File: src/rtl/cmcr_pkg.sv
// package: register map, field layout, reset values and divider sizes of the config bank
package cmcr_pkg;

   // ----------------------------------------------------------------
   // bus geometry
   // ----------------------------------------------------------------
   localparam int ADDR_W = 16;                 // byte address width on the bus
   localparam int DATA_W = 32;                 // bus data width
   localparam int INDEX_W = 14;                // register index width (byte address / 4)

   // ----------------------------------------------------------------
   // register indices (byte address is four times the index)
   // ----------------------------------------------------------------
   localparam logic [13:0] MUX_CONFIG_INDEX = 14'h2002;   // holds mux_state_count
   localparam logic [13:0] CPU_CLOCK_INDEX = 14'h2004;    // holds cpu_clock_divide
   localparam logic [13:0] MUX_CONTROL_INDEX = 14'h2005;  // sync_pin_enable, alternate_input_select
   localparam logic [13:0] SEGMENT_37_INDEX = 14'h2055;   // segment_pattern_thirty_seven

   // ----------------------------------------------------------------
   // field positions inside the low data byte
   // ----------------------------------------------------------------
   localparam int MUX_STATE_COUNT_LSB = 6;     // two bits, 7:6
   localparam int CPU_DIVIDE_LSB = 0;          // three bits, 2:0
   localparam int SYNC_ENABLE_BIT = 0;         // bit 0
   localparam int ALTERNATE_INPUT_BIT = 2;     // bit 2
   localparam int SEGMENT_PATTERN_LSB = 0;     // four bits, 3:0

   // ----------------------------------------------------------------
   // reset values
   // ----------------------------------------------------------------
   localparam logic [1:0] MUX_STATE_COUNT_RESET = 2'h0;
   localparam logic [2:0] CPU_DIVIDE_RESET = 3'h0;        // undivided at power-up
   localparam logic SYNC_ENABLE_RESET = 1'b0;
   localparam logic ALTERNATE_INPUT_RESET = 1'b0;
   localparam logic [3:0] SEGMENT_PATTERN_RESET = 4'h0;

   // ----------------------------------------------------------------
   // multiplexer state count decode
   // ----------------------------------------------------------------
   localparam logic [1:0] MUX_CODE_SIX = 2'h0;
   localparam logic [1:0] MUX_CODE_FOUR = 2'h1;
   localparam logic [1:0] MUX_CODE_THREE = 2'h2;
   localparam logic [1:0] MUX_CODE_TWO = 2'h3;
   localparam logic [2:0] MUX_STATES_SIX = 3'h6;
   localparam logic [2:0] MUX_STATES_FOUR = 3'h4;
   localparam logic [2:0] MUX_STATES_THREE = 3'h3;
   localparam logic [2:0] MUX_STATES_TWO = 3'h2;

   // ----------------------------------------------------------------
   // divider and bus answers
   // ----------------------------------------------------------------
   localparam int DIVIDE_COUNT_W = 7;          // counts up to 2^7 - 1
   localparam logic [1:0] RESP_OKAY = 2'h0;
   localparam logic [1:0] RESP_SLVERR = 2'h2;

endpackage : cmcr_pkg

File: src/rtl/cmcr_clock_divider.sv
// module: glitch-free power-of-two clock enable divider for the processor clock
module cmcr_clock_divider
   import cmcr_pkg::*;
(
   input wire logic core_clk,
   input wire logic resetn,
   input wire logic [2:0] divide_request,
   output logic [2:0] divide_active,
   output logic clock_enable
);

   // ----------------------------------------------------------------
   // period counter
   // ----------------------------------------------------------------
   logic [DIVIDE_COUNT_W-1:0] period_count;    // cycles into current period
   logic [DIVIDE_COUNT_W-1:0] period_limit;    // last count of the period
   logic period_end;                           // final cycle of the period

   // limit is 2^divide - 1, from the setting in force
   assign period_limit = DIVIDE_COUNT_W'((1 << divide_active) - 1);
   assign period_end = (period_count == period_limit);

   // counter wraps at the period end only
   always_ff @(posedge core_clk or negedge resetn) begin
      if (!resetn) begin
         period_count <= '0;
      end else if (period_end) begin
         period_count <= '0;
      end else begin
         period_count <= period_count + 1'b1;
      end
   end

   // ----------------------------------------------------------------
   // setting in force
   // ----------------------------------------------------------------
   // a new ratio takes over only at a period boundary, so no period is
   // cut short or stretched oddly: no runt or lost processor edge
   always_ff @(posedge core_clk or negedge resetn) begin
      if (!resetn) begin
         divide_active <= CPU_DIVIDE_RESET;
      end else if (period_end) begin
         divide_active <= divide_request;
      end
   end

   // ----------------------------------------------------------------
   // enable pulse, one cycle per period
   // ----------------------------------------------------------------
   always_ff @(posedge core_clk or negedge resetn) begin
      if (!resetn) begin
         clock_enable <= 1'b0;
      end else begin
         clock_enable <= period_end;
      end
   end

endmodule : cmcr_clock_divider

File: src/rtl/cmcr_regs.sv
// module: processor-facing config bank for clock divide, input multiplexer and segment patterns
//
// What this block does
// - processor clock is engine clock over 2^divide
// - divide field clears to zero at power-up
// - divide changes anytime, without glitches or lost edges
// - alternate-input bit steers conversions to alternate inputs
// - state-count code gives six, four, three, two
// - sync enable turns segment seven into sync
// - pattern bit n drives segment in phase n
module cmcr_regs
   import cmcr_pkg::*;
(
   input wire logic core_clk,
   input wire logic resetn,
   // axi4-lite write address
   input wire logic [ADDR_W-1:0] s_axi_awaddr,
   input wire logic [2:0] s_axi_awprot,
   input wire logic s_axi_awvalid,
   output logic s_axi_awready,
   // axi4-lite write data
   input wire logic [DATA_W-1:0] s_axi_wdata,
   input wire logic [3:0] s_axi_wstrb,
   input wire logic s_axi_wvalid,
   output logic s_axi_wready,
   // axi4-lite write response
   output logic [1:0] s_axi_bresp,
   output logic s_axi_bvalid,
   input wire logic s_axi_bready,
   // axi4-lite read address
   input wire logic [ADDR_W-1:0] s_axi_araddr,
   input wire logic [2:0] s_axi_arprot,
   input wire logic s_axi_arvalid,
   output logic s_axi_arready,
   // axi4-lite read data
   output logic [DATA_W-1:0] s_axi_rdata,
   output logic [1:0] s_axi_rresp,
   output logic s_axi_rvalid,
   input wire logic s_axi_rready,
   // processor clock enable
   output logic cpu_clock_enable,
   output logic [2:0] cpu_clock_divide,
   // input multiplexer controls
   output logic [1:0] mux_state_count,
   output logic [2:0] mux_state_total,
   output logic alternate_input_select,
   // segment seven pin sharing
   input wire logic multiplexer_sync_output,
   input wire logic segment_seven_drive,
   output logic segment_pin_seven,
   // segment thirty-seven time-division drive
   input wire logic [1:0] common_phase,
   output logic segment_thirty_seven_drive
);

   // ----------------------------------------------------------------
   // stored fields
   // ----------------------------------------------------------------
   logic [1:0] state_count_field;              // written state-count code
   logic [2:0] divide_field;                   // requested processor ratio
   logic sync_enable_field;                    // segment seven repurpose
   logic alternate_field;                      // alternate input set
   logic [3:0] segment_37_field;               // pattern over four phases

   // ----------------------------------------------------------------
   // write channel bookkeeping
   // ----------------------------------------------------------------
   logic aw_held;                              // address taken, not yet used
   logic w_held;                               // data taken, not yet used
   logic [INDEX_W-1:0] write_index;            // held word index
   logic [7:0] write_byte;                     // held low data byte
   logic write_lane;                           // low byte lane enabled
   logic write_fire;                           // both halves present
   logic write_hit;                            // index maps to a register

   // ----------------------------------------------------------------
   // read channel bookkeeping
   // ----------------------------------------------------------------
   logic [INDEX_W-1:0] read_index;             // index of incoming read
   logic [DATA_W-1:0] read_word;               // decoded read value
   logic read_hit;                             // index maps to a register

   // the write happens once address and data are both in hand and
   // the previous response has been taken
   assign write_fire = aw_held && w_held && !s_axi_bvalid;

   // ----------------------------------------------------------------
   // write address channel
   // ----------------------------------------------------------------
   // ready drops on the handshake and returns after the response, so
   // only one write is ever under way
   always_ff @(posedge core_clk or negedge resetn) begin
      if (!resetn) begin
         s_axi_awready <= 1'b0;
         aw_held <= 1'b0;
         write_index <= '0;
      end else if (s_axi_awvalid && s_axi_awready) begin
         s_axi_awready <= 1'b0;
         aw_held <= 1'b1;
         write_index <= s_axi_awaddr[ADDR_W-1:2];
      end else if (write_fire) begin
         aw_held <= 1'b0;
      end else if (!aw_held && !s_axi_bvalid) begin
         s_axi_awready <= 1'b1;
      end
   end

   // ----------------------------------------------------------------
   // write data channel
   // ----------------------------------------------------------------
   // taken independently of the address, in either order
   always_ff @(posedge core_clk or negedge resetn) begin
      if (!resetn) begin
         s_axi_wready <= 1'b0;
         w_held <= 1'b0;
         write_byte <= '0;
         write_lane <= 1'b0;
      end else if (s_axi_wvalid && s_axi_wready) begin
         s_axi_wready <= 1'b0;
         w_held <= 1'b1;
         write_byte <= s_axi_wdata[7:0];
         write_lane <= s_axi_wstrb[0];
      end else if (write_fire) begin
         w_held <= 1'b0;
      end else if (!w_held && !s_axi_bvalid) begin
         s_axi_wready <= 1'b1;
      end
   end

   // ----------------------------------------------------------------
   // write decode
   // ----------------------------------------------------------------
   always_comb begin
      unique case (write_index)
         MUX_CONFIG_INDEX,
         CPU_CLOCK_INDEX,
         MUX_CONTROL_INDEX,
         SEGMENT_37_INDEX: write_hit = 1'b1;
         default: write_hit = 1'b0;      // unmapped word
      endcase
   end

   // ----------------------------------------------------------------
   // write response
   // ----------------------------------------------------------------
   // unmapped words answer slverr and change nothing
   always_ff @(posedge core_clk or negedge resetn) begin
      if (!resetn) begin
         s_axi_bvalid <= 1'b0;
         s_axi_bresp <= RESP_OKAY;
      end else if (write_fire) begin
         s_axi_bvalid <= 1'b1;
         s_axi_bresp <= write_hit ? RESP_OKAY : RESP_SLVERR;
      end else if (s_axi_bready) begin
         s_axi_bvalid <= 1'b0;
      end
   end

   // ----------------------------------------------------------------
   // field storage
   // ----------------------------------------------------------------
   // all fields sit in byte lane 0; a write without that lane keeps them
   always_ff @(posedge core_clk or negedge resetn) begin
      if (!resetn) begin
         state_count_field <= MUX_STATE_COUNT_RESET;
         divide_field <= CPU_DIVIDE_RESET;
         sync_enable_field <= SYNC_ENABLE_RESET;
         alternate_field <= ALTERNATE_INPUT_RESET;
         segment_37_field <= SEGMENT_PATTERN_RESET;
      end else if (write_fire && write_lane) begin
         unique case (write_index)
            MUX_CONFIG_INDEX: begin
               state_count_field <= write_byte[MUX_STATE_COUNT_LSB +: 2];
            end
            CPU_CLOCK_INDEX: begin
               divide_field <= write_byte[CPU_DIVIDE_LSB +: 3];
            end
            MUX_CONTROL_INDEX: begin
               sync_enable_field <= write_byte[SYNC_ENABLE_BIT];
               alternate_field <= write_byte[ALTERNATE_INPUT_BIT];
            end
            SEGMENT_37_INDEX: begin
               segment_37_field <= write_byte[SEGMENT_PATTERN_LSB +: 4];
            end
            default: begin
               // unmapped word: nothing stored
            end
         endcase
      end
   end

   // ----------------------------------------------------------------
   // read decode
   // ----------------------------------------------------------------
   assign read_index = s_axi_araddr[ADDR_W-1:2];

   // fields read back in place; other bits read zero
   always_comb begin
      read_word = '0;
      read_hit = 1'b1;
      unique case (read_index)
         MUX_CONFIG_INDEX: begin
            read_word[MUX_STATE_COUNT_LSB +: 2] = state_count_field;
         end
         CPU_CLOCK_INDEX: begin
            read_word[CPU_DIVIDE_LSB +: 3] = divide_field;
         end
         MUX_CONTROL_INDEX: begin
            read_word[SYNC_ENABLE_BIT] = sync_enable_field;
            read_word[ALTERNATE_INPUT_BIT] = alternate_field;
         end
         SEGMENT_37_INDEX: begin
            read_word[SEGMENT_PATTERN_LSB +: 4] = segment_37_field;
         end
         default: begin
            read_hit = 1'b0;                   // unmapped: zero data, slverr
         end
      endcase
   end

   // ----------------------------------------------------------------
   // read channels
   // ----------------------------------------------------------------
   // one read at a time: ready is low while an answer is waiting
   always_ff @(posedge core_clk or negedge resetn) begin
      if (!resetn) begin
         s_axi_arready <= 1'b0;
         s_axi_rvalid <= 1'b0;
         s_axi_rdata <= '0;
         s_axi_rresp <= RESP_OKAY;
      end else if (s_axi_arvalid && s_axi_arready) begin
         s_axi_arready <= 1'b0;
         s_axi_rvalid <= 1'b1;
         s_axi_rdata <= read_word;
         s_axi_rresp <= read_hit ? RESP_OKAY : RESP_SLVERR;
      end else if (s_axi_rvalid) begin
         if (s_axi_rready) begin
            s_axi_rvalid <= 1'b0;
         end
      end else begin
         s_axi_arready <= 1'b1;
      end
   end

   // ----------------------------------------------------------------
   // processor clock divider
   // ----------------------------------------------------------------
   // the divider reports the ratio in force, which trails a write
   // until the running period ends
   cmcr_clock_divider u_divider (
      .core_clk(core_clk),
      .resetn(resetn),
      .divide_request(divide_field),
      .divide_active(cpu_clock_divide),
      .clock_enable(cpu_clock_enable)
   );

   // ----------------------------------------------------------------
   // multiplexer controls
   // ----------------------------------------------------------------
   // registered so the multiplexer sees clean levels
   always_ff @(posedge core_clk or negedge resetn) begin
      if (!resetn) begin
         mux_state_count <= MUX_STATE_COUNT_RESET;
         alternate_input_select <= ALTERNATE_INPUT_RESET;
      end else begin
         mux_state_count <= state_count_field;
         alternate_input_select <= alternate_field;
      end
   end

   // state count code to number of states per cycle
   always_ff @(posedge core_clk or negedge resetn) begin
      if (!resetn) begin
         mux_state_total <= MUX_STATES_SIX;
      end else begin
         unique case (state_count_field)
            MUX_CODE_SIX: mux_state_total <= MUX_STATES_SIX;
            MUX_CODE_FOUR: mux_state_total <= MUX_STATES_FOUR;
            MUX_CODE_THREE: mux_state_total <= MUX_STATES_THREE;
            MUX_CODE_TWO: mux_state_total <= MUX_STATES_TWO;
         endcase
      end
   end

   // ----------------------------------------------------------------
   // segment seven pin sharing
   // ----------------------------------------------------------------
   // both sources come from logic on this clock, so no synchroniser;
   // the pin lags its source by one cycle
   always_ff @(posedge core_clk or negedge resetn) begin
      if (!resetn) begin
         segment_pin_seven <= 1'b0;
      end else if (sync_enable_field) begin
         segment_pin_seven <= multiplexer_sync_output;
      end else begin
         segment_pin_seven <= segment_seven_drive;
      end
   end

   // ----------------------------------------------------------------
   // segment thirty-seven phase drive
   // ----------------------------------------------------------------
   // pattern bit n is the segment state during common phase n
   always_ff @(posedge core_clk or negedge resetn) begin
      if (!resetn) begin
         segment_thirty_seven_drive <= 1'b0;
      end else begin
         segment_thirty_seven_drive <= segment_37_field[common_phase];
      end
   end

endmodule : cmcr_regs

File: config.mk
export PLATFORM = sky130hd
export DESIGN_NAME = cmcr_regs
export DESIGN_NICKNAME = d
export VERILOG_FILES = /design/src/rtl/cmcr_pkg.sv /design/src/rtl/cmcr_clock_divider.sv /design/src/rtl/cmcr_regs.sv
export SDC_FILE = /design/constraint.sdc
export NUM_CORES = 1
export LEC_CHECK = 0
export BUFFER_PORTS_ARGS = -buffer_cell sky130_fd_sc_hd__buf_4
export CAP_MARGIN = 20
export CORE_UTILIZATION = 42
export DETAILED_ROUTE_END_ITERATION = 10
export PLACE_DENSITY = 0.78
export SYNTH_ARGS = -nofsm -noshare
export SYNTH_HDL_FRONTEND = slang
export SYNTH_SLANG_ARGS = --single-unit
File: constraint.sdc
create_clock -name core_clk -period 2 [get_ports core_clk]
set_input_delay 0.4 -clock core_clk [delete_from_list [all_inputs] [get_ports core_clk]]
set_output_delay 0.4 -clock core_clk [all_outputs]
set_load 0.01 [all_outputs]
==> metrics.md, run 1 <==
| Metric | Value |
|---|---|
| Status | finished clean |
| Max Clk Rate | 524 MHz |
| CTS Buffer Depth | 2 |
| Worst Hold End | s_axi_bvalid |
| Antenna cells | 0 |
| IO buf count | 70 |
| Share of cells above drive strength 1 | 39.1% |
| CP arrival | 2.14 ns |
| Most frequent cells after synthesis | dfrtp_1 (64), mux2_2 (33), buf_4 (28) |
| Ports | 138 |
| Ys async rst share | 100% |
| First-pass GRT wire length | 9.14 mm |
| Final hold vios | 0 |
| Area delta synth->final | 28.2% |
| R2r setup slk | 0.11 ns |
| Post-CTS Setup Inserts | 0 |
| DRT antenna net count | 0 |
| Initial core utilization | 43.5% |
| Pleak | 1.81 nW |
| Layout net count | 424 |
| Register Area | 0.00165 mm2 |
| Skew final | 0.00625 ns |
| Cell taking the most area after synthesis | dfrtp_1 |
| Row cnt | 30 |
| Top_reg_cell synth | dfrtp_1 |
| WHS Path Cells | 2 |
| Clk_lat worst skew | 0.33 ns |
| Initial antenna violation count | 0 |
| Largest net degree at the start of global routing | 33 |
| TritonCTS clock tree | yes |
| Slew Viols, Final | 0 |
| DRT Pass-1 Iters | 4 |
| Multi-input logic area | 0.00117 mm2 |
| Fillers | 578 |
| Max_cap viols | 0 |
| Die footprint | 0.00737 mm2 |
| Fin crit period | 1.91 ns |
| Top cell type's share of synthesized area | 54.2% |
| Start point of the worst hold path | s_axi_bready |
| Wirelength, routed | 5.66 mm |
| Leading post-synthesis cells by cell area | dfrtp_1 (54%), mux2_2 (13%), buf_4 (7.1%), nor2_1 (2.7%), nand2_1 (2.4%) |
| Crit Path Class | in2reg |
| Worst r2r dst | u_divider.divide_active[0] |
| Reg2Reg Depth | 5 |
| Syn_area_per_cell | 11.9 um2 |
| Most frequent cell after synthesis | dfrtp_1 |
| Reg-to-Reg Start | u_divider.divide_active[2] |
| CORE AREA | 0.00679 mm2 |
| Pwr Density | 1040 mW/mm2 |
| Setup TNS | 0 ns |
| Hold WS | 0.247 ns |
| EDFF count, synth | 0 |
| Yosys reg bits | 66 |
| Post-Syn Area | 0.00295 mm2 |
| Final worst setup slack | 0.0912 ns |
| Die W | 85.9 um |
| GPL Wtd Cong | 0.844 |
| Total grt overflow | 0 |
| Final HPWL DP | 4.31 mm |
| Initial drt markers | 118 |
| Vias per cell | 4.81 |
| Drt drc | 0 |
| Fin crit share | 95.4% |
| CP endpoint kind | flop |
| Clock buffer count from CTS | 9 |
| Post-Synthesis Cells | 249 |
| Die Y | 85.9 um |
| Worst Setup SP | s_axi_araddr[13] |
| Min-delay worst type | in2reg |
| CTS H-tree lvls | 3 |
| Drt wl/cell | 12.9 um |
| Worst slack, placed | -0.258 ns |
| Number of global-route vias before repair | 2037 |
| Clock slew at reported path FFs | 0.06 ns |
| Global Route Usage Sum | 16.1% |
| Critical path fanouts, max | 2 |
| Distinct cells, synth | 43 |
| VDD IR-drop max | 698 uV |
| Worst Setup Start Kind | primary input |
| Via count | 2111 |
| Final setup violation count | 0 |
| Root Buffer | clkbuf_8 |
| Sequential area share after synthesis | 56.0% |
| Total power | 0.00393 W |
| RSZ-0062 raised after global routing | no |
| Critical path required time | 2.24 ns |
| Synthesis Warnings | 0 |
| CTS sink cnt | 66 |
==> logic make-up (layout without fill, tap and decap cells) <==
logic type / count (synthesis) / count (layout) / synth area share, %
simple gates: 66 / 66 / 11.4
flops: 66 / 66 / 56.0
fa+ha+maj: 1 / 1 / 0.423
compound gates: 34 / 34 / 7.92
other cells: 1 / 28 / 0.127
buf+inv: 40 / 107 / 8.68
mux: 35 / 35 / 13.7
xor+xnor: 6 / 6 / 1.78
==> metrics by stage <==
stage	instance area, um2	utilization, %	cells
floorplan	3060	-	276
global placement	3560	52.4	422
detailed placement	3560	52.4	422
CTS	3760	55.3	439
global route	3790	55.7	439
finish	3790	55.7	439
==> state kept, by name, indices dropped and copies added, names as in the netlist, 2 cells and up <==
register and count:
segment_37_field 4, u_divider.divide_active 3, state_count_field 2, write_index 14
u_divider.period_count 7, mux_state_total 3, s_axi_rdata 6, mux_state_count 2
write_byte 6, divide_field 3
==> critical path, stage by stage <==
cell	delay [ns]
buf_4	0.10
or4b_1	0.56
nor4_4	0.17
nand3b_1	0.14
or4_1	0.52
o31ai_1	0.24
==> final cells by class <==
cell class / count / area share, %
Timing Repair Buffer: 82 / 16.3
Sequential cell: 66 / 43.7
Inverter: 9 / 0.892
Clock inverter: 3 / 1.06
Multi-Input combinational cell: 170 / 30.9
Clock buffer: 13 / 3.93
Tap cell: 96 / 3.17
==> how the worst max path moves through the flow <==
stage	endpoint	slack (ns)	depth (start not counted)
after floorplan	s_axi_rdata[0]	-0.04	5
after global placement	s_axi_rdata[2]	-0.19	6
after detailed placement	s_axi_rdata[0]	-0.26	6
after CTS	u_divider.divide_active[0]	0.04	5
after global routing	divide_field[1]	0.002	4
final	s_axi_rdata[2]	0.09	6
==> cell usage in the layout (no fill, tap or decap), types with 2 or more instances in the layout <==
cell type,Yosys,layout
dfstp_2,2,2
clkbuf_1,2,3
xor2_1,3,3
a21oi_1,4,4
xnor2_1,3,3
nand3b_1,2,2
o21ai_0,5,5
nand2_1,19,19
or4_1,2,2
conb_1,1,28
inv_1,9,9
clkbuf_8,0,10
and3_1,2,2
or3_1,2,2
o21a_1,3,3
clkinv_2,0,2
nand3_1,4,4
nand4_1,3,3
o31ai_1,5,4
a22oi_1,3,3
a211oi_1,2,2
buf_4,28,81
mux2_2,33,33
nor2_1,21,21
o2bb2ai_1,3,3
nor4_1,2,2
dfrtp_1,64,64
o21ai_1,3,3
==> metal layers <==
metal,up-vias,GRT usage [%],share of wire [%]
met2,81,24.6,48
li1,1005,-,-
met5,-,0,0
met4,0,9.24,1.7
met3,14,5.20,7.0
met1,1011,20.1,43
==> repair_timing <==
action | 4_1_cts | 5_1_grt
endpoints found under the hold margin | 4 | 0
gates resized for setup | 0 | 4
hold buffers | 1 | 0
setup endpoints to repair | 0 | 13
==> where the power goes <==
part | switching [W] | internal [W] | total [W]
registers | 0.000250 | 0.00166 | 0.00191
logic | 0.000437 | 0.000523 | 0.000961
clock network | 0.000453 | 0.000607 | 0.00106
Power figures use the tool's default switching activity.
==> run 2: changes to the inputs <==
Settings changed: CORE_UTILIZATION 42 to 45, PLACE_DENSITY 0.78 to 0.8.
Clock period 2 ns to 2.4 ns, I/O delays scaled along.
==> run 2 against run 1 <==
Against the previous run: clock skew shrank 0.0016 ns; first-iteration DRC count shrank 20%; critical path depth shrank 1; final cell count shrank 6.6%; count of clock-buffer cells in the layout shrank 1; sequential power shrank 17%; routed wire length shrank 5.8%; clock power is essentially flat; sequential share of layout area grew 0.93 points; core utilization grew 2.7 points; global-route usage grew 0.77 points; critical path type is now reg2reg; largest cell class unchanged; largest power group unchanged.
==> metrics.md, run 2 (same netlist as run 1, synthesis figures left out) <==
| Metric | Value |
|---|---|
| Status | finished clean |
| Regs by FF count | write_index x14, u_divider.period_count x7 |
| Reg2Reg Depth | 5 (unchanged) |
| Total power | 0.00341 W (-13%) |
| Number of global-route vias before repair | 1989 (-2.4%) |
| Critical path fanouts, max | 8 (+6) |
| GPL Wtd Cong | 0.814 (-3.5%) |
| Drt drc | 0 (unchanged) |
| Row cnt | 29 (-3.3%) |
| CP endpoint kind | flop |
| CP arrival | 2.33 ns (+0.19 ns) |
| Slew Viols, Final | 0 (unchanged) |
| Skew final | 0.00468 ns (-0.00157 ns) |
| Initial core utilization | 46.5% (+3.0 points) |
| Worst path slowest cell | dfrtp_1 |
| Multi-input logic area | 0.00114 mm2 (-2.2%) |
| Worst slack, placed | 0.0855 ns (+0.344 ns) |
| Final HPWL DP | 3.98 mm (-7.5%) |
| Total grt overflow | 0 (unchanged) |
| CTS Buffer Depth | 2 (unchanged) |
| Final hold vios | 0 (unchanged) |
| CP max stage delay | 0.46 ns (-0.10 ns) |
| Worst-Margin Slew | 0.798 ns |
| Top cell by count, worst path | a221oi_1 |
| CTS H-tree lvls | 3 (unchanged) |
| TritonCTS clock tree | yes |
| Layout net count | 414 (-2.4%) |
| Slew HR | 46.8% |
| Drt wl/cell | 13.0 um (+0.83%) |
| Largest net degree at the start of global routing | 67 (+100%) |
| Fillers | 537 (-7.1%) |
| Global Route Usage Sum | 16.8% (+0.77 points) |
| Ports | 138 (unchanged) |
| CORE AREA | 0.00635 mm2 (-6.5%) |
| Min-delay worst type | in2async |
| Final Util | 58.4% (+2.7 points) |
| CP bufs+invs | 0 (-1) |
| Top reg by flops | write_index |
| Worst Setup Start Kind | flop |
| Share of cells above drive strength 1 | 37.5% (-1.5 points) |
| Fin crit share | 88.4% |
| Vias per cell | 4.98 (+3.5%) |
| Most common cell after layout, fill and taps aside | buf_4 |
| Top cell family by delay on the critical path | compound AO/OA/AOI/OAI gates |
| Crit Path Class | reg2reg |
| First-pass GRT wire length | 9.06 mm (-0.91%) |
| VDD IR-drop max | 550 uV (-21%) |
| Die W | 83.0 um (-3.3%) |
| Crit path cell chain | or3_1 -> a221oi_1 -> o21ai_1 -> a221oi_1 -> mux2_1 |
| DRT Pass-1 Iters | 4 (unchanged) |
| Clk_lat worst skew | 0.33 ns (about the same) |
| Final worst setup slack | 0.278 ns (+0.187 ns) |
| Reg-to-Reg Start | u_divider.divide_active[2] |
| Clock slew at reported path FFs | 0.07 ns (about the same) |
| Max_cap viols | 0 (unchanged) |
| Pleak | 1.78 nW (-1.9%) |
| Via count | 2041 (-3.3%) |
| Initial antenna violation count | 0 (unchanged) |
| Setup TNS | 0 ns (unchanged) |
| R2r setup slk | 0.28 ns (+0.17 ns) |
| Die footprint | 0.00689 mm2 (-6.5%) |
| Root Buffer | clkbuf_8 |
| Most frequent cells in the layout | buf_4 (72), dfrtp_1 (64), mux2_2 (33) |
| Post-CTS Setup Inserts | 0 (unchanged) |
| Wirelength, routed | 5.33 mm (-5.8%) |
| CTS sink cnt | 66 (unchanged) |
| Post-CTS sizing | 0 (unchanged) |
| Final setup violation count | 0 (unchanged) |
| RSZ-0062 raised after global routing | no |
| IO buf count | 70 (unchanged) |
| Post-CTS Hold Buffers | 0 (-1) |
| Max Clk Rate | 471 MHz |
| Worst Setup SP | u_divider.divide_active[2] |
| Critical path required time | 2.61 ns (+0.37 ns) |
| DRT antenna net count | 0 (unchanged) |
| Register Area | 0.00165 mm2 (unchanged) |
| Area delta synth->final | 25.5% |
| Fin crit period | 2.12 ns |
| Clock buffer count from CTS | 9 (unchanged) |
| Max reg flops | 14 (unchanged) |
| Pwr Density | 921 mW/mm2 (-11%) |
| Worst r2r dst | u_divider.divide_active[0] |
| Initial drt markers | 94 (-20%) |
| Die Y | 83.0 um (-3.3%) |
| Antenna cells | 0 (unchanged) |
run 2: cell types whose count changed in the layout (fill, tap and decap cells not counted), sizes merged:
cell / previous run / this run
clkinv: 2 / 1
clkinvlp: 0 / 1
bufinv: 1 / 2
buf: 81 / 72
clkbuf: 13 / 12
dlygate4sd3: 1 / 0
run 2: per-layer routing:
layer / global-route usage (%) / wire length (um) / vias up
met4: 7.68 / 102 / 0
met5: 0 / 0 / -
li1: - / - / 980
met1: 21.1 / 2290 / 975
met2: 25.8 / 2610 / 75
met3: 6.56 / 335 / 11
run 2: worst max-delay path by stage:
stage	end	slack, ns	cells after the start
after floorplan	s_axi_rdata[0]	0.28	5
after CTS	u_divider.divide_active[0]	0.29	5
final	u_divider.divide_active[0]	0.28	5
after global routing	u_divider.divide_active[2]	0.23	6
after global placement	s_axi_rdata[2]	0.12	6
after detailed placement	s_axi_rdata[0]	0.09	6
run 2: cell type report:
cell class / count / area share (%)
clock buffer: 12 / 4.45
clock inverter: 4 / 1.96
inverter: 9 / 0.911
multi-input combinational: 170 / 30.9
sequential: 66 / 44.6
tap: 77 / 2.60
timing repair buffer: 72 / 14.6
run 2: where the power goes:
part / switching, W / internal, W / total, W
Clock: 0.000408 / 0.000668 / 0.00108
Sequential: 0.000192 / 0.00138 / 0.00158
Combinational: 0.000351 / 0.000411 / 0.000762
run 2: per-stage QoR:
step	hold WS, ns	cells	area, um2
CTS	0.262	410	3710
global route	0.295	410	3710
floorplan	0.184	276	3060
detailed placement	0.398	394	3470
global placement	0.394	394	3470
finish	0.237	410	3710
run 2: worst register-to-register path: stages (launching register included):
cell	delay, ns
dfrtp_1	0.46
or3_1	0.41
a221oi_1	0.26
o21ai_1	0.15
a221oi_1	0.38
mux2_1	0.35
